--- config.mk ---
export PLATFORM = sky130hd
export DESIGN_NAME = iocd_top
export DESIGN_NICKNAME = d
export VERILOG_FILES = /design/src/iocd_pkg.sv /design/src/iocd_code_hist.sv /design/src/iocd_top.sv
export SDC_FILE = /design/constraint.sdc
export NUM_CORES = 1
export LEC_CHECK = 0
export BUFFER_PORTS_ARGS = -buffer_cell sky130_fd_sc_hd__buf_2
export CORE_AREA = 4 4 240 125
export CTS_BUF_LIST = sky130_fd_sc_hd__clkbuf_8
export CTS_CLUSTER_SIZE = 16
export DETAILED_ROUTE_END_ITERATION = 12
export DIE_AREA = 0 0 244 129
export HOLD_SLACK_MARGIN = 0.1
export MAX_ROUTING_LAYER = met4
export SYNTH_ARGS = -nofsm -noshare
export SYNTH_HDL_FRONTEND = slang
export SYNTH_SLANG_ARGS = --single-unit
export TNS_END_PERCENT = 30
--- constraint.sdc ---
create_clock -name CLOCK_I -period 6.4 [get_ports CLOCK_I]
set_input_delay 0.96 -clock CLOCK_I [delete_from_list [all_inputs] [get_ports CLOCK_I]]
set_output_delay 0.96 -clock CLOCK_I [all_outputs]
set_load 0.02 [all_outputs]
--- src/iocd_pkg.sv ---
/*
 * iocd_pkg: register map, reset values, mode codes and carrier types of the
 * input open circuit detector.
 * assumes: eight channels of 16-bit codes, 7-bit register addresses, 8-bit data.
 */
package iocd_pkg;

    localparam int unsigned NUM_CHAN   = 8;
    localparam int unsigned CODE_W     = 16;
    localparam int unsigned ADDR_W     = 7;
    localparam int unsigned DATA_W     = 8;

    // register offsets
    localparam logic [ADDR_W-1:0] ADDR_PROBE_ENABLE_MASK = 7'h23;
    localparam logic [ADDR_W-1:0] ADDR_OPEN_INPUT_FLAGS  = 7'h24;
    localparam logic [ADDR_W-1:0] ADDR_DETECT_MODE_COUNT = 7'h2c;

    // values after reset
    localparam logic [DATA_W-1:0] RST_PROBE_ENABLE_MASK = 8'h00;
    localparam logic [DATA_W-1:0] RST_OPEN_INPUT_FLAGS  = 8'h00;
    localparam logic [DATA_W-1:0] RST_DETECT_MODE_COUNT = 8'h00;
    localparam logic [DATA_W-1:0] RST_RUN_COUNT         = 8'h00;

    // mode count codes
    localparam logic [DATA_W-1:0] MODE_DISABLED = 8'h00;
    localparam logic [DATA_W-1:0] MODE_MANUAL   = 8'h01;

    // software mode needs every oversampling select pin high
    localparam logic [2:0] OS_SOFTWARE = 3'h7;

    typedef enum logic [1:0] {
        ST_COUNT   = 2'b00,
        ST_SHIFT   = 2'b01,
        ST_RESTORE = 2'b10
    } iocd_state_type;

    typedef struct packed {
        logic                                valid;
        logic [NUM_CHAN-1:0][CODE_W-1:0]     code;
    } iocd_conv_type;

    typedef struct packed {
        logic              wr;
        logic              rd;
        logic [ADDR_W-1:0] addr;
        logic [DATA_W-1:0] wdata;
    } iocd_reg_req_type;

endpackage

--- src/iocd_code_hist.sv ---
/*
 * iocd_code_hist: keeps the last code of every channel and reports, one cycle
 * after each conversion, which channels changed against their previous code.
 * assumes: a conversion is presented as a one-cycle valid with all eight codes.
 */
`timescale 1ns/1ps
module iocd_code_hist
    import iocd_pkg::*;
(
    // clock and reset
    input  wire logic                CLOCK_I,
    input  wire logic                RSTN_I,
    // conversion in
    input  wire iocd_conv_type       conv_i,
    // change report
    output logic                     valid_o,
    output logic [NUM_CHAN-1:0]      changed_o
);

    logic [CODE_W-1:0]   mem_q [NUM_CHAN];
    logic                primed_q;
    logic                valid_q;
    logic [NUM_CHAN-1:0] changed_q;
    logic [NUM_CHAN-1:0] changed_d;

    genvar g;
    generate
        for (g = 0; g < NUM_CHAN; g++) begin : g_chan
            // no history yet counts as a change so the count never starts on junk
            assign changed_d[g] = !primed_q || (mem_q[g] != conv_i.code[g]);

            always_ff @(posedge CLOCK_I) begin
                if (conv_i.valid) begin
                    mem_q[g] <= conv_i.code[g];
                end
            end
        end
    endgenerate

    always_ff @(posedge CLOCK_I or negedge RSTN_I) begin
        if (!RSTN_I) begin
            primed_q  <= 1'b0;
            valid_q   <= 1'b0;
            changed_q <= '0;
        end else begin
            valid_q <= conv_i.valid;
            if (conv_i.valid) begin
                primed_q  <= 1'b1;
                changed_q <= changed_d;
            end
        end
    end

    assign valid_o   = valid_q;
    assign changed_o = changed_q;

endmodule

--- src/iocd_top.sv ---
/*
 * iocd_top: open input detector of an eight-channel simultaneous converter,
 * with its three registers on the device register port.
 * assumes: register port frames are already decoded into one-cycle read and
 * write strobes; conversion results arrive as a one-cycle valid pulse; the
 * analog front end takes CM_SHIFT_O as the per-channel raise of its common mode.
 */
`timescale 1ns/1ps

// Function
// - detection works only while the oversampling select pins place the part in software mode.
// - channels set to a unipolar single-ended range are never probed or flagged.
// - a mode count of 0x01 selects manual mode.
// - in manual mode each enable bit drives its channel's common-mode raise directly.
// - a mode count from 0x02 to 0xff selects automatic mode.
// - in automatic mode a probe starts after as many unchanged conversions as the mode count holds.
// - the automatic probe raises the common mode, checks the codes, then restores the common mode.
// - a channel whose code moves with the common-mode raise gets its open flag set.
// - in automatic mode the enable bits include or exclude each channel from probing and flagging.
module iocd_top
    import iocd_pkg::*;
(
    // clock and reset
    input  wire logic                CLOCK_I,
    input  wire logic                RSTN_I,
    // mode straps and range setup
    input  wire logic [2:0]          OVERSAMPLE_SELECT_PINS_I,
    input  wire logic [NUM_CHAN-1:0] CHAN_UNIPOLAR_I,
    // register port
    input  wire iocd_reg_req_type    REG_REQ_I,
    output logic [DATA_W-1:0]        REG_RDATA_O,
    output logic                     REG_RVALID_O,
    // conversion results
    input  wire iocd_conv_type       CONV_I,
    // front end control and status
    output logic [NUM_CHAN-1:0]      CM_SHIFT_O,
    output logic [NUM_CHAN-1:0]      CHAN_OPEN_FLAG_O,
    output logic                     PROBE_BUSY_O
);

    function automatic logic hit(input logic [ADDR_W-1:0] a, input logic [ADDR_W-1:0] ref_a);
        hit = (a == ref_a);
    endfunction

    logic [DATA_W-1:0]   probe_enable_mask_q;
    logic [DATA_W-1:0]   open_input_flags_q;
    logic [DATA_W-1:0]   open_input_flags_d;
    logic [DATA_W-1:0]   detect_mode_count_q;
    logic [DATA_W-1:0]   run_count_q;
    logic [DATA_W-1:0]   run_count_d;
    logic [DATA_W-1:0]   rdata_q;
    logic                rvalid_q;
    logic [NUM_CHAN-1:0] cm_shift_q;
    logic [NUM_CHAN-1:0] cm_shift_d;
    iocd_state_type      state_q;
    iocd_state_type      state_d;

    wire                 software_mode;
    wire                 mode_manual;
    wire                 mode_auto;
    wire [NUM_CHAN-1:0]  eligible;
    wire [NUM_CHAN-1:0]  monitored;
    wire                 hist_valid;
    wire [NUM_CHAN-1:0]  hist_changed;
    wire                 any_change;
    wire                 wr_mask;
    wire                 wr_count;
    wire [DATA_W-1:0]    rdata_d;
    wire [DATA_W:0]      run_count_inc;

    assign software_mode = (OVERSAMPLE_SELECT_PINS_I == OS_SOFTWARE);
    assign mode_manual   = software_mode && (detect_mode_count_q == MODE_MANUAL);
    assign mode_auto     = software_mode && (detect_mode_count_q > MODE_MANUAL);
    assign eligible      = probe_enable_mask_q & ~CHAN_UNIPOLAR_I;
    assign monitored     = mode_auto ? eligible : '0;
    assign any_change    = |(hist_changed & monitored);
    assign run_count_inc = {1'b0, run_count_q} + 9'h001;

    // register writes only land in software mode; the hardware-mode part has no register port
    assign wr_mask  = REG_REQ_I.wr && software_mode && hit(REG_REQ_I.addr, ADDR_PROBE_ENABLE_MASK);
    assign wr_count = REG_REQ_I.wr && software_mode && hit(REG_REQ_I.addr, ADDR_DETECT_MODE_COUNT);

    assign rdata_d = hit(REG_REQ_I.addr, ADDR_PROBE_ENABLE_MASK) ? probe_enable_mask_q :
                     hit(REG_REQ_I.addr, ADDR_OPEN_INPUT_FLAGS)  ? open_input_flags_q  :
                     hit(REG_REQ_I.addr, ADDR_DETECT_MODE_COUNT) ? detect_mode_count_q :
                     8'h00;

    iocd_code_hist u_hist (
        .CLOCK_I   (CLOCK_I),
        .RSTN_I    (RSTN_I),
        .conv_i    (CONV_I),
        .valid_o   (hist_valid),
        .changed_o (hist_changed)
    );

    // automatic probe sequencer
    always_comb begin
        state_d            = state_q;
        run_count_d        = run_count_q;
        // a clear by a count write loses against a probe result landing in the same cycle
        open_input_flags_d = wr_count ? RST_OPEN_INPUT_FLAGS : open_input_flags_q;
        cm_shift_d         = '0;
        unique case (state_q)
            ST_COUNT: begin
                if (!mode_auto) begin
                    run_count_d = RST_RUN_COUNT;
                end else if (hist_valid) begin
                    if (any_change) begin
                        run_count_d = RST_RUN_COUNT;
                    end else if (run_count_inc >= {1'b0, detect_mode_count_q}) begin
                        run_count_d = RST_RUN_COUNT;
                        state_d     = ST_SHIFT;
                        cm_shift_d  = eligible;
                    end else begin
                        run_count_d = run_count_inc[DATA_W-1:0];
                    end
                end
            end
            ST_SHIFT: begin
                cm_shift_d = eligible;
                if (!mode_auto) begin
                    state_d    = ST_COUNT;
                    cm_shift_d = '0;
                end else if (hist_valid) begin
                    // each monitored channel's flag follows the latest probe result
                    open_input_flags_d = (open_input_flags_d & ~monitored) | (hist_changed & monitored);
                    state_d            = ST_RESTORE;
                    cm_shift_d         = '0;
                end
            end
            ST_RESTORE: begin
                // the conversion taken while the common mode settles back is discarded
                if (!mode_auto || hist_valid) begin
                    state_d = ST_COUNT;
                end
            end
            default: begin
                state_d = ST_COUNT;
            end
        endcase
        if (mode_manual) begin
            cm_shift_d = eligible;
        end
    end

    always_ff @(posedge CLOCK_I or negedge RSTN_I) begin
        if (!RSTN_I) begin
            probe_enable_mask_q <= RST_PROBE_ENABLE_MASK;
            detect_mode_count_q <= RST_DETECT_MODE_COUNT;
        end else begin
            if (wr_mask) begin
                probe_enable_mask_q <= REG_REQ_I.wdata;
            end
            if (wr_count) begin
                detect_mode_count_q <= REG_REQ_I.wdata;
            end
        end
    end

    always_ff @(posedge CLOCK_I or negedge RSTN_I) begin
        if (!RSTN_I) begin
            state_q            <= ST_COUNT;
            run_count_q        <= RST_RUN_COUNT;
            open_input_flags_q <= RST_OPEN_INPUT_FLAGS;
            cm_shift_q         <= '0;
        end else begin
            state_q            <= state_d;
            run_count_q        <= run_count_d;
            open_input_flags_q <= open_input_flags_d;
            cm_shift_q         <= cm_shift_d;
        end
    end

    always_ff @(posedge CLOCK_I or negedge RSTN_I) begin
        if (!RSTN_I) begin
            rdata_q  <= 8'h00;
            rvalid_q <= 1'b0;
        end else begin
            rvalid_q <= REG_REQ_I.rd && software_mode;
            if (REG_REQ_I.rd && software_mode) begin
                rdata_q <= rdata_d;
            end
        end
    end

    assign REG_RDATA_O      = rdata_q;
    assign REG_RVALID_O     = rvalid_q;
    assign CM_SHIFT_O       = cm_shift_q;
    assign CHAN_OPEN_FLAG_O = open_input_flags_q;
    assign PROBE_BUSY_O     = (state_q != ST_COUNT);

endmodule

Word level (Yosys, flattened, before mapping)
Memories as Yosys holds them, arrays and structs flattened.
Cells that the tools add are included.
- memories kept: 1
- input bits: 159
- bits in registers: 61
- output and inout port bits: 26
- bits in writable memories: 128
- bitwise gates (word level): 6
- muxes and demuxes: 30
- reduce and logical (&&, ||, !) cells: 22
- magnitude comparators: 2
- equality and inequality tests: 22
- add/sub/neg operators: 1
- memory list (memory ; words ; bits a word ; rd ports ; clocked after memory_dff ; write ports ; RTL line ; RTL):
    u_hist.mem_q ; 8 ; 16 ; 8 ; 0 ; 8 ; iocd_code_hist.sv:20 ; logic [CODE_W-1:0] mem_q [NUM_CHAN];
- operators by type and width (kind ; count):
    8-bit 2-to-1 mux ; 19
    16-bit inequality test ; 8
    8-bit AND ; 3
    7-bit by 6-bit equality test with 1-bit output (second input constant) ; 3
    8-bit inverter ; 2
    8-bit one-hot mux with 2 select lines ; 1
    2-bit 2-to-1 mux ; 7
    8-bit by 1-bit adder with 9-bit output (second input constant) ; 1
    9-bit by 8-bit >= comparator with 1-bit output ; 1
    1-bit logical OR ; 9
    8-bit by 1-bit equality test with 1-bit output (second input constant) ; 1
    8-bit by 1-bit > comparator with 1-bit output (second input constant) ; 1
    2-bit inequality test (second input constant) ; 4
    8-bit bitwise OR ; 1
    8-bit OR reduction ; 1
    1-bit logical AND ; 6
    2-bit one-hot mux with 3 select lines ; 1
    6-bit AND reduction ; 1
    2-bit by 1-bit inequality test with 1-bit output (second input constant) ; 2
    3-bit equality test (second input constant) ; 1
    3-bit by 2-bit inequality test with 1-bit output (second input constant) ; 1
    2-bit by 1-bit equality test with 1-bit output (second input constant) ; 1
    2-bit equality test (second input constant) ; 1
    1-bit logical NOT ; 2
    4 further kinds ; 5

Logic depth before layout (Yosys ltp)
Gate-level depths: netlist of the first run.
- depth after elaboration: 10
- gate-level depth with buffers: 10
- gate-level depth less buffers: 10

By module
From an unflattened synthesis of the first run, not the netlist that was laid out.
- cell total of the unflattened synthesis: 558
- area total of the unflattened synthesis: 8349.3 µm²
- modules (own cells, without submodules) (module ; times used ; cells an instance ; sequential area each (µm²) ; area each (µm²)):
    iocd_code_hist ; 1 ; 317 ; 4093.9 ; 5700.5
    iocd_top ; 1 ; 241 ; 1276.2 ; 2648.8

Least setup slack after synthesis of the first run
No wires, ideal clock.
- kind: register -> register
- start: register run_count_q[0]
- end: register state_q[0]
- cell stages (with the launch flop): 11
- slack: 4.026 ns
- data arrival time: 2.236 ns
- path buffers: 0
- setup time: 0.138 ns
- cell sequence: dfrtp_1 > ha_1 > nand4_1 > and2_1 > or2_2 > ha_1 > and3_1 > a21oi_1 > nand3_1 > o21ai_4 > o21ai_0
- word-level cells in the longest chain between the ends: 4
- ends and longest elaborated chain (what ; RTL line ; RTL):
    from (decl) ; iocd_top.sv:49 ; logic [DATA_W-1:0] run_count_q;
    from (signal assigned) ; iocd_top.sv:168 ; run_count_q <= run_count_d;
    8-bit by 1-bit adder with 9-bit output ; iocd_top.sv:77 ; assign run_count_inc = {1'b0, run_count_q} + 9'h001;
    9-bit by 8-bit >= comparator with 1-bit output ; iocd_top.sv:110 ; end else if (run_count_inc >= {1'b0, detect_mode_count_q}) begin
    2-bit inequality test (no source line) ; - ;
    6-bit AND reduction (no source line) ; - ;
    to (signal assigned) ; iocd_top.sv:167 ; state_q <= state_d;
    to (decl) ; iocd_top.sv:55 ; iocd_state_type state_q;
Every way passes these cells.
A chain may end at the register's enable or synchronous reset.

Final worst setup path of the first run
Ends and elaborated chain as after synthesis.

==> results.ini, run 1 <==
[cts]
numClockSinks=189
cts_tree=done
htreeDepth=4
clk_latency_ns=0.49
cts-root-buf=clkbuf_8
path_clk_slew_ns=0.10
ctsHoldBuffers=0
postCtsSetupRepairBufs=0
cts.path.max_buffers=2
cts_buffers=17
cts_resized=0

[global_route]
grt_pass1_vias=5324
grt_max_degree=83
grt_pass1_wl_um=29600
track_usage_pct=12.8
grt.overflow.total=0
antenna_found_initial=3

[setup_path]
slowest_stage=dfrtp_1
cp_slowest_stage_delay_ns=0.44
cp_top_family=simple AND/OR/NAND/NOR gates
crit_path_max_fanout=9
crit_top_cell=ha_1
path_depth=10
path_cells=ha_1 > nand4_1 > and2_1 > or2_2 > ha_1 > and3_1 > a21oi_1 > nand3_1 > o21ai_4 > o21ai_0
startpoint_type=flip-flop
cp.arrival_ns=3.06
worstPathRequired_ns=6.76
crit_type=flip-flop to flip-flop
crit_path_end_kind=flip-flop
rr_worst_depth=10
worst-r2r-setup-slack_ns=3.69
cp.buffers_inverters=0

[sta]
slew_headroom_pct=29.3
rsz0062_at_grt=no
slew_viol_final=0
finalSetupTns_ns=0
finClkSkew_ns=0.0153
hold_viol_final=0
period_share_pct=42.3
setup_viol=0
fmax_ghz=0.369
fin_crit_ns=2.71
tightest_slew_ns=1.06

[synthesis]
synth.area.top_cells=edfxtp_1 47%, dfrtp_1 19%, xor2_1 14%
synth_edf_count=128
synth.top_cell.area_share_pct=46.6
syn_area_per_cell_um2=14.8
ys_ff_latch=189
ys_types=51
async_flop_share_pct=32.3
synth_cells=558
synth.yosys.warnings=0
syn_nets=726
yosysTopAreaCell=edfxtp_1
syn_area_mm2=0.00824
seq_area_frac_synth_pct=65.2
ys.flop_type=edfxtp_1

[power_and_ir_drop]
power.density_mw_per_mm2=241
peakVddDrop_uv=132
p_leak_nw=4.17

[layout]
fin_cells=1153
nNetsFinal=923
syn2layout_area_growth_pct=21.5
final_layout_size_suffix_gt1_share_pct=32.4
final.fill_count=2718

[detailed_routing]
firstDrtPassIters=4
ant_nets=0
vias=5126
routed_wl_um=19400
drtIter0Drc=278
viasPerCell=4.45
drc_errors=0
post_drt_wl_per_cell_um=16.8

[place]
gp_congestion=0.782
port-buffer-count=184
dp.cells=1118
dp_hpwl_um=15000

[floorplan]
die_height_um=129
fp.dieW_um=244
start_util_pct=29.9
num_rows=43
dieArea_mm2=0.0315
ios=185
core_mm2=0.0275

[worst_hold_path]
hold_depth=1
hp-class=flip-flop to flip-flop

[job]
maxCapViolCount=0

[status]
outcome=complete, no violations

## kinds of logic after synthesis
family	after synthesis	synth area share [%]
and+or+nand+nor	117	8.68
buffers and inverters	24	1.26
muxes	16	2.19
DFF	189	65.2
adders and majority gates	9	1.37
xor gates and xnor gates	131	13.9
AOI/OAI and AO/OA	72	7.42
## state kept, by name, summed over array words and instances (netlist names)
signal,flops
u_hist.mem_q,128
probe_enable_mask_q,8
REG_RVALID_O,1
state_q,2
REG_RDATA_O,8
detect_mode_count_q,8
u_hist.valid_o,1
u_hist.changed_o,8
CM_SHIFT_O,8
CHAN_OPEN_FLAG_O,8
u_hist.primed_q,1
run_count_q,8
## through the flow
| step | hold slack (ns) | cell area, um^2 | utilization, % | setup slack [ns] | power, mW |
|---|---|---|---|---|---|
| 2_1_floorplan | 0.439 | 8240 | - | 4.03 | 1.52 |
| 3_3_place_gp | 0.451 | 9610 | 34.9 | 3.54 | 1.63 |
| 3_5_place_dp | 0.456 | 9610 | 34.9 | 3.48 | 1.64 |
| 4_1_cts | 0.482 | 10000 | 36.3 | 3.70 | 2.45 |
| 5_1_grt | 0.501 | 10000 | 36.4 | 3.39 | 2.53 |
| 6_report | 0.476 | 10000 | 36.4 | 3.69 | 2.41 |
## worst paths after layout
path | from | end
setup / recovery | run_count_q[0]$_DFFE_PN0P_ | state_q[0]$_DFFE_PN0P_
hold / removal | u_hist.primed_q$_DFFE_PN0P_ | u_hist.primed_q$_DFFE_PN0P_
setup reg to reg | run_count_q[0]$_DFFE_PN0P_ | state_q[0]$_DFFE_PN0P_
hold reg to reg | u_hist.primed_q$_DFFE_PN0P_ | u_hist.primed_q$_DFFE_PN0P_
max in group asynchronous | RSTN_I | run_count_q[6]$_DFFE_PN0P_
min in group asynchronous | RSTN_I | REG_RDATA_O[0]$_DFFE_PN0P_
## per-layer routing
metal	vias to the layer above	global-route usage [%]	wire, um
met1	2549	14.5	8190
li1	2487	-	-
met3	25	3.00	490
met4	0	4.82	363
met5	-	-	0
met2	65	22.3	10300
## where the power goes
group | total, mW | switching (mW) | internal (mW) | leakage, nW
clock | 0.808 | 0.456 | 0.351 | 0.190
sequential | 1.41 | 0.0296 | 1.38 | 2.05
combinational | 0.192 | 0.104 | 0.0876 | 1.92
total | 2.41 | 0.590 | 1.82 | 4.17
## area by class of cell
| class | count | area, um^2 | share of cell area, % |
|---|---|---|---|
| diodes | 3 | 7.51 | 0.0749 |
| multi-input cells | 345 | 2770 | 27.6 |
| inverters | 16 | 60.1 | 0.600 |
| clock buffers | 17 | 234 | 2.34 |
| clock inverters | 15 | 161 | 1.61 |
| repair buffers | 186 | 938 | 9.37 |
| well taps | 382 | 478 | 4.77 |
| flip-flops and latches | 189 | 5370 | 53.6 |
## cells in the final DEF, fill, tap and decap left out, drive strengths merged, types with 5 or more instances in the layout
master,synthesis,layout
o21ai,13,13
buf,5,186
o32a,8,8
dfrtp,61,61
nor3,8,8
nand2,22,22
o31ai,8,8
clkbuf,3,17
inv,16,20
nand4,12,12
edfxtp,128,128
nor2,7,7
o211ai,9,9
o2111ai,5,5
nand3,5,5
ha,9,9
xor2,129,129
clkinv,0,6
nand2b,9,9
a21oi,11,11
a222oi,8,8
mux2,16,16
or2,5,5
nor4,25,25
## Yosys cell counts, types with 2 or more instances
library cell	number
edfxtp_1	128
nor2b_1	4
nand3_2	2
a32o_1	4
and4_1	2
inv_1	16
o32a_1	8
o211ai_1	8
ha_1	9
nand2_1	22
a222oi_1	8
xor2_1	129
or2_2	4
a21o_1	2
clkbuf_1	3
a21oi_1	11
nand2b_1	9
nor3b_1	2
and2_1	3
and3_1	4
o21ai_0	10
o31ai_1	8
nand3_1	3
mux2_2	16
nand4_1	12
nor3_1	8
nand3b_1	4
nor4_1	24
o2111ai_1	4
buf_2	2
nor2_1	7
dfrtp_1	61
o21ai_4	2
xnor2_1	2
Power figures use the tool's default switching activity.
==> run 2: changes to the inputs <==
Settings changed: ABC_AREA set to 1, CORE_AREA 4 4 240 125 to 4 4 249 129, DIE_AREA 0 0 244 129 to 0 0 253 133.
Clock period 6.4 ns to 2.7 ns, I/O delays scaled along.
==> run 2 against run 1 <==
Combinational power rose to 4.2 times the previous value. Clock-buffer cell count rose by 2. Utilization rose by 4.4 points. Sequential power rose by 140%. Clock skew rose by 0.0011 ns. Critical path type unchanged.
==> results.ini, run 2 <==
[sta]
slew_viol_final=0  ; unchanged
slew_headroom_pct=37.3  ; +7.9 points
tightest_slew_ns=0.941  ; -0.119 ns
fmax_ghz=0.382  ; +3.5%
period_share_pct=96.9  ; +55 points
finalSetupTns_ns=0  ; unchanged
fin_ws_ns=0.0844  ; -3.61 ns
finClkSkew_ns=0.0164  ; +0.00112 ns
setup_viol=0  ; unchanged
hold_ws_ns=0.158  ; -0.318 ns
hold_viol_final=0  ; unchanged
fin_crit_ns=2.62  ; -0.0912 ns

[setup_path]
slowest_stage=dfrtp_1
crit_type=flip-flop to flip-flop
crit_path_end_kind=flip-flop
crit_top_cell=nand2_1
path_cells=ha_2 > nand2_1 > nor2_4 > nand3_2 > xor2_2 > inv_1 > ha_4 > nand2_1 > inv_1 > nand3_1 > nor2_1 > nor2_1 > nand3_2 > nand2_2 > o21ai_4 > buf_6 > nand2_1 > nand2_1
cp.arrival_ns=3.05  ; about the same
startpoint_type=flip-flop
crit_path_max_fanout=4  ; -5
worstPathRequired_ns=3.14  ; -3.62 ns
cp_slowest_stage_delay_ns=0.40  ; -0.04 ns

[floorplan]
dieArea_mm2=0.0336  ; +6.9%
ios=185  ; unchanged
fp.dieW_um=253  ; +3.7%
num_rows=45  ; +4.7%
die_height_um=133  ; +3.1%
core_mm2=0.0300  ; +8.7%
start_util_pct=29.6  ; -0.30 points

[cts]
numClockSinks=189  ; unchanged
cts.path.max_buffers=2  ; unchanged
clk_latency_ns=0.51  ; +0.02 ns
htreeDepth=4  ; unchanged
cts-root-buf=clkbuf_8
cts_buffers=17  ; unchanged
path_clk_slew_ns=0.11  ; about the same
cts_tree=done

[power_and_ir_drop]
peakVddDrop_uv=294  ; +120%
swShare_pct=26.0  ; +1.6 points
p_leak_nw=5.53  ; +33%
power.density_mw_per_mm2=506  ; +110%
p_seq_share_pct=54.8  ; -3.8 points
power_frac_comb_pct=13.0  ; +5.1 points
switching_power_mw=1.61  ; +170%
p_int_mw=4.57  ; +150%
p_clk_share_pct=32.2  ; -1.3 points

[layout]
final_layout_size_suffix_gt1_share_pct=22.4  ; -10 points
fin_cells=1640  ; +42%
largest_register_ffs=128  ; unchanged
layout_commonest_cell=buf_2
nNetsFinal=1394  ; +51%
syn2layout_area_growth_pct=37.6
top_register=u_hist.mem_q
final_cell_mix=183 x buf_2, 165 x nand2_1, 161 x inv_1, 135 x dlygate4sd3_1, 128 x edfxtp_1

[synthesis]
syn_area_per_cell_um2=10.1  ; -32%
async_flop_share_pct=32.3  ; unchanged
synth_common_cells=166 x nand2_1, 159 x inv_1, 128 x edfxtp_1
syn_nets=1048  ; +44%
synth.area.top_cells=edfxtp_1 43%, dfrtp_1 17%, nand2_1 7.0%
ys.flop_type=edfxtp_1
ys_types=42  ; -18%
synth_edf_count=128  ; unchanged
synth.top_cell.area_share_pct=43.3  ; -3.3 points
synthMostInstantiatedCell=nand2_1
synth_xor_area_share_pct=4.64  ; -9.3 points
synth.yosys.warnings=0  ; unchanged
synthSimpleGateAreaFrac_pct=17.4  ; +8.7 points
seq_area_frac_synth_pct=60.5  ; -4.6 points
synth_compound_area_share_pct=8.62  ; +1.2 points
syn_area_mm2=0.00887  ; +7.6%
ys_ff_latch=189  ; unchanged
post_synth_mux_area_share_pct=0  ; -2.2 points
synth_cells=880  ; +58%
yosysTopAreaCell=edfxtp_1
synth_top_family_by_area=simple AND/OR/NAND/NOR gates
synth_adder_area_share_pct=1.27  ; -0.097 points

[place]
preCtsSetupSlack_ns=0.0285  ; -3.45 ns
dp_hpwl_um=17800  ; +19%
gp_congestion=0.880  ; +13%
dp.cells=1464  ; +31%
port-buffer-count=184  ; unchanged

[detailed_routing]
drc_errors=0  ; unchanged
ant_nets=0  ; unchanged
routed_wl_um=25100  ; +30%
drtIter0Drc=510  ; +83%
viasPerCell=4.39  ; -1.3%
firstDrtPassIters=5  ; +1
vias=7198  ; +40%
post_drt_wl_per_cell_um=15.3  ; -8.8%

[global_route]
track_usage_pct=15.5  ; +2.7 points
grt_pass1_vias=7094  ; +33%
grt_pass1_wl_um=39100  ; +32%
antenna_found_initial=4  ; +1
grt.overflow.total=0  ; unchanged
grt_max_degree=138  ; +66%

[job]
maxCapViolCount=0  ; unchanged

[worst_hold_path]
hp-class=primary input to flip-flop

[status]
outcome=complete, no violations

## run 2: final timing paths
check / start / endpoint / slack (ns) / cells past startpoint
min in group asynchronous: RSTN_I / probe_enable_mask_q[7]$_DFFE_PN0P_ / 0.58 / 3
max: run_count_q[0]$_DFFE_PN0P_ / CM_SHIFT_O[3]$_DFF_PN0_ / 0.08 / 18
max reg2reg: run_count_q[0]$_DFFE_PN0P_ / CM_SHIFT_O[3]$_DFF_PN0_ / 0.08 / 18
max in group asynchronous: RSTN_I / run_count_q[1]$_DFFE_PN0P_ / 1.54 / 3
min reg2reg: u_hist.primed_q$_DFFE_PN0P_ / u_hist.primed_q$_DFFE_PN0P_ / 0.49 / 1
min: REG_REQ_I[2] / probe_enable_mask_q[2]$_DFFE_PN0P_ / 0.16 / 3
## run 2: metal layers
| layer | vias to the layer above | track usage, % | share of wire (%) |
|---|---|---|---|
| met4 | 0 | 4.25 | 1.7 |
| met3 | 33 | 3.99 | 6.2 |
| met5 | - | - | 0 |
| met2 | 214 | 22.3 | 43 |
| met1 | 3325 | 21.7 | 50 |
| li1 | 3626 | - | - |
## run 2: final cells by class
type / instances / area, um^2
Tap cell: 399 / 499
Clock inverter: 13 / 136
Multi-Input combinational cell: 518 / 2900
Fill cell: 2919 / 17800
Antenna cell: 2 / 5.00
Timing Repair Buffer: 332 / 2400
Sequential cell: 189 / 5370
Inverter: 168 / 632
Clock buffer: 19 / 262
## run 2: per-stage QoR
| step | area [um^2] | power [mW] | utilization (%) |
|---|---|---|---|
| finish | 12200 | 6.17 | 40.7 |
| global route | 12200 | 6.48 | 40.7 |
| CTS | 12100 | 6.26 | 40.3 |
| detailed placement | 10300 | 4.09 | 34.5 |
| global placement | 10300 | 4.08 | 34.5 |
| floorplan | 8870 | 3.74 | - |
## run 2: logic make-up (layout without fill, tap and decap cells)
logic type | count (synthesis) | count (layout)
other cells | 0 | 2
flops | 189 | 189
simple gates | 343 | 343
compound gates | 119 | 119
buf+inv | 173 | 532
xor+xnor | 47 | 47
fa+ha+maj | 9 | 9
## run 2: worst max-delay path: cells and delay by family (launching register included)
kind            cells  cell delay, ns
compound gates      1            0.19
simple gates       11            1.04
flops               1            0.40
xor+xnor            1            0.17
buf+inv             3            0.28
fa+ha+maj           2            0.48
## run 2: what timing repair did
item                                    CTS  global route
hold endpoints to repair                197             0
cloned                                    0             0
hold buffers                            135             0
buffers inserted                          0             7
endpoints found under the setup margin    1            17
gates resized for setup                   1            16
pin swaps                                 0             4
## run 2: power groups by stage
| stage | combinational [mW] | clock (mW) | sequential (mW) |
|---|---|---|---|
| global route | 0.899 | 2.18 | 3.40 |
| global placement | 0.639 | 0 | 3.44 |
| detailed placement | 0.646 | 0 | 3.45 |
| floorplan | 0.284 | 0 | 3.46 |
| finish | 0.805 | 1.99 | 3.38 |
| CTS | 0.804 | 2.08 | 3.38 |
==> run 3: changes to the inputs <==
Settings changed: CELL_PAD_IN_SITES_DETAIL_PLACEMENT set to 0, CELL_PAD_IN_SITES_GLOBAL_PLACEMENT set to 1, CORE_AREA 4 4 249 129 to 2 2 247 127, DIE_AREA 0 0 253 133 to 0 0 249 129, PLACE_DENSITY_LB_ADDON set to 0.1.
==> run 3 against run 2 <==
Design area is 0.81% lower. Power is 2.9% lower. Non-clock buffer count is 1 lower. Largest power group unchanged. Routed wire length is 0.97% higher. Critical endpoint is now CM_SHIFT_O[2]$_DFF_PN0_.
==> results.ini, run 3 (same netlist as run 2, synthesis figures left out) <==
[cts]
numClockSinks=189  ; unchanged
cts_tree=done
cts-root-buf=clkbuf_8
htreeDepth=4  ; unchanged
cts.path.max_buffers=2  ; unchanged
clk_latency_ns=0.49  ; -0.02 ns
path_clk_slew_ns=0.10  ; about the same
cts_buffers=17  ; unchanged

[global_route]
grt.overflow.total=0  ; unchanged
antenna_found_initial=1  ; -3
track_usage_pct=17.0  ; +1.5 points
grt_pass1_wl_um=39500  ; +1.1%
grt_max_degree=138  ; unchanged
grt_pass1_vias=6841  ; -3.6%

[sta]
tightest_slew_ns=0.809  ; -0.132 ns
fin_ws_ns=0.198  ; +0.114 ns
hold_ws_ns=0.151  ; -0.00723 ns
slew_viol_final=0  ; unchanged
rsz0062_at_grt=yes
fin_crit_ns=2.50  ; -0.114 ns
setup_viol=0  ; unchanged
hold_viol_final=0  ; unchanged
period_share_pct=92.7  ; -4.2 points
finalSetupTns_ns=0  ; unchanged
finClkSkew_ns=0.0143  ; -0.00213 ns
fmax_ghz=0.400  ; +4.6%
slew_headroom_pct=46.1  ; +8.8 points

[layout]
fin_cells=1637  ; -0.18%
layout_commonest_cell=buf_2
nNetsFinal=1393  ; -0.072%
diodes=0  ; -2
design_area_mm2=0.0121  ; -0.81%
top_register=u_hist.mem_q
final_cell_mix=183 x buf_2, 165 x nand2_1, 163 x inv_1, 129 x dlygate4sd3_1, 128 x edfxtp_1
final_layout_size_suffix_gt1_share_pct=22.2  ; -0.14 points
largest_register_ffs=128  ; unchanged
syn2layout_area_growth_pct=36.4
final.fill_count=3006  ; +3.0%

[place]
dp.cells=1471  ; +0.48%
dpl_cell_area_mm2=0.0104  ; +0.63%
port-buffer-count=184  ; unchanged
gp_congestion=0.836  ; -5.0%
preCtsSetupSlack_ns=0.121  ; +0.0926 ns
dp_hpwl_um=18800  ; +5.8%

[worst_hold_path]
hp-class=primary input to flip-flop
hold_depth=3  ; unchanged

[setup_path]
crit_path_end_kind=flip-flop
worstPathRequired_ns=3.13  ; about the same
crit_type=flip-flop to flip-flop
startpoint_type=flip-flop
crit_path_max_fanout=4  ; unchanged
worst-r2r-setup-slack_ns=0.20  ; +0.11 ns
rr_worst_depth=18  ; unchanged
cp.arrival_ns=2.94  ; -0.11 ns

[detailed_routing]
viasPerCell=4.26  ; -2.9%
vias=6977  ; -3.1%
routed_wl_um=25400  ; +0.97%
firstDrtPassIters=7  ; +2
drtIter0Drc=388  ; -24%
post_drt_wl_per_cell_um=15.5  ; +1.2%
drc_errors=0  ; unchanged
ant_nets=0  ; unchanged

[floorplan]
start_util_pct=29.7  ; +0.056 points
fp.dieW_um=249  ; -1.6%
dieArea_mm2=0.0321  ; -4.5%
num_rows=45  ; unchanged
core_mm2=0.0299  ; -0.19%
die_height_um=129  ; -3.0%
ios=185  ; unchanged

[power_and_ir_drop]
power.density_mw_per_mm2=495  ; -2.2%
peakVddDrop_uv=312  ; +6.1%
p_leak_nw=5.50  ; -0.66%

[status]
outcome=complete, no violations

[job]
maxCapViolCount=0  ; unchanged

==> run 3: cell types whose count changed in the layout (fill, tap and decap cells not counted), moves of 2 or more <==
cell | before | now
dlygate4sd3_1 | 135 | 129
buf_4 | 10 | 15
inv_4 | 3 | 0
buf_6 | 3 | 1
clkbuf_8 | 19 | 17
clkinv_1 | 0 | 2
clkinvlp_2 | 0 | 2
diode_2 | 2 | 0
inv_1 | 161 | 163
==> run 3: critical path: stages, from the launching register on <==
cell	delay, ns
dfrtp_1	0.38
ha_2	0.19
nand2_1	0.09
nor2_4	0.17
nand3_1	0.10
xor2_1	0.19
inv_1	0.10
ha_4	0.28
nand2_1	0.06
inv_1	0.05
nand3_1	0.07
nor2_1	0.12
nor2_2	0.05
nand3_2	0.07
nand2_2	0.07
o21ai_4	0.16
clkbuf_4	0.19
nand2_1	0.06
nand2_1	0.05
==> run 3: layout make-up <==
type                            count  area [um^2]  area share (%)
Clock buffer                       17          234            1.93
Clock inverter                     15          109           0.899
Inverter                          168          632            5.22
Multi-Input combinational cell    518         2880            23.8
Sequential cell                   189         5370            44.4
Tap cell                          399          499            4.12
Timing Repair Buffer              331         2380            19.7
==> run 3: metrics by stage <==
| step | total power [mW] | util, % |
|---|---|---|
| 3_3_place_gp | 4.11 | 34.7 |
| 2_1_floorplan | 3.74 | - |
| 4_1_cts | 6.09 | 40.2 |
| 3_5_place_dp | 4.11 | 34.7 |
| 6_report | 5.99 | 40.5 |
| 5_1_grt | 6.32 | 40.5 |
==> run 3: worst paths after layout <==
kind / startpoint / end
hold reg to reg: u_hist.primed_q$_DFFE_PN0P_ / u_hist.primed_q$_DFFE_PN0P_
hold / removal: REG_REQ_I[6] / detect_mode_count_q[6]$_DFFE_PN0P_
setup / recovery: run_count_q[1]$_DFFE_PN0P_ / CM_SHIFT_O[2]$_DFF_PN0_
max in group asynchronous: RSTN_I / u_hist.changed_o[5]$_DFFE_PN0P_
setup reg to reg: run_count_q[1]$_DFFE_PN0P_ / CM_SHIFT_O[2]$_DFF_PN0_
min in group asynchronous: RSTN_I / REG_RDATA_O[2]$_DFFE_PN0P_
==> run 3: repair_timing <==
action / in CTS / in global routing
setup buffers: 0 / 5
endpoints found under the setup margin: 0 / 17
resized for setup: 0 / 11
hold buffers: 129 / 0
endpoints found under the hold margin: 155 / 0
==> run 3: routing by layer <==
layer	track usage (%)	part of all wire, %	vias up	routed length (um)
li1	-	-	3632	-
met1	26.6	58	3189	14600
met2	20.9	36	141	9250
met3	3.92	4.8	15	1230
met4	4.31	0.96	0	243
met5	-	0	-	0
==> run 3: report_power, final <==
group	leakage [nW]	total (mW)	switching, mW	internal [mW]
registers	1.96	3.38	0.0731	3.30
logic	3.36	0.812	0.428	0.383
clock network	0.178	1.80	1.09	0.710
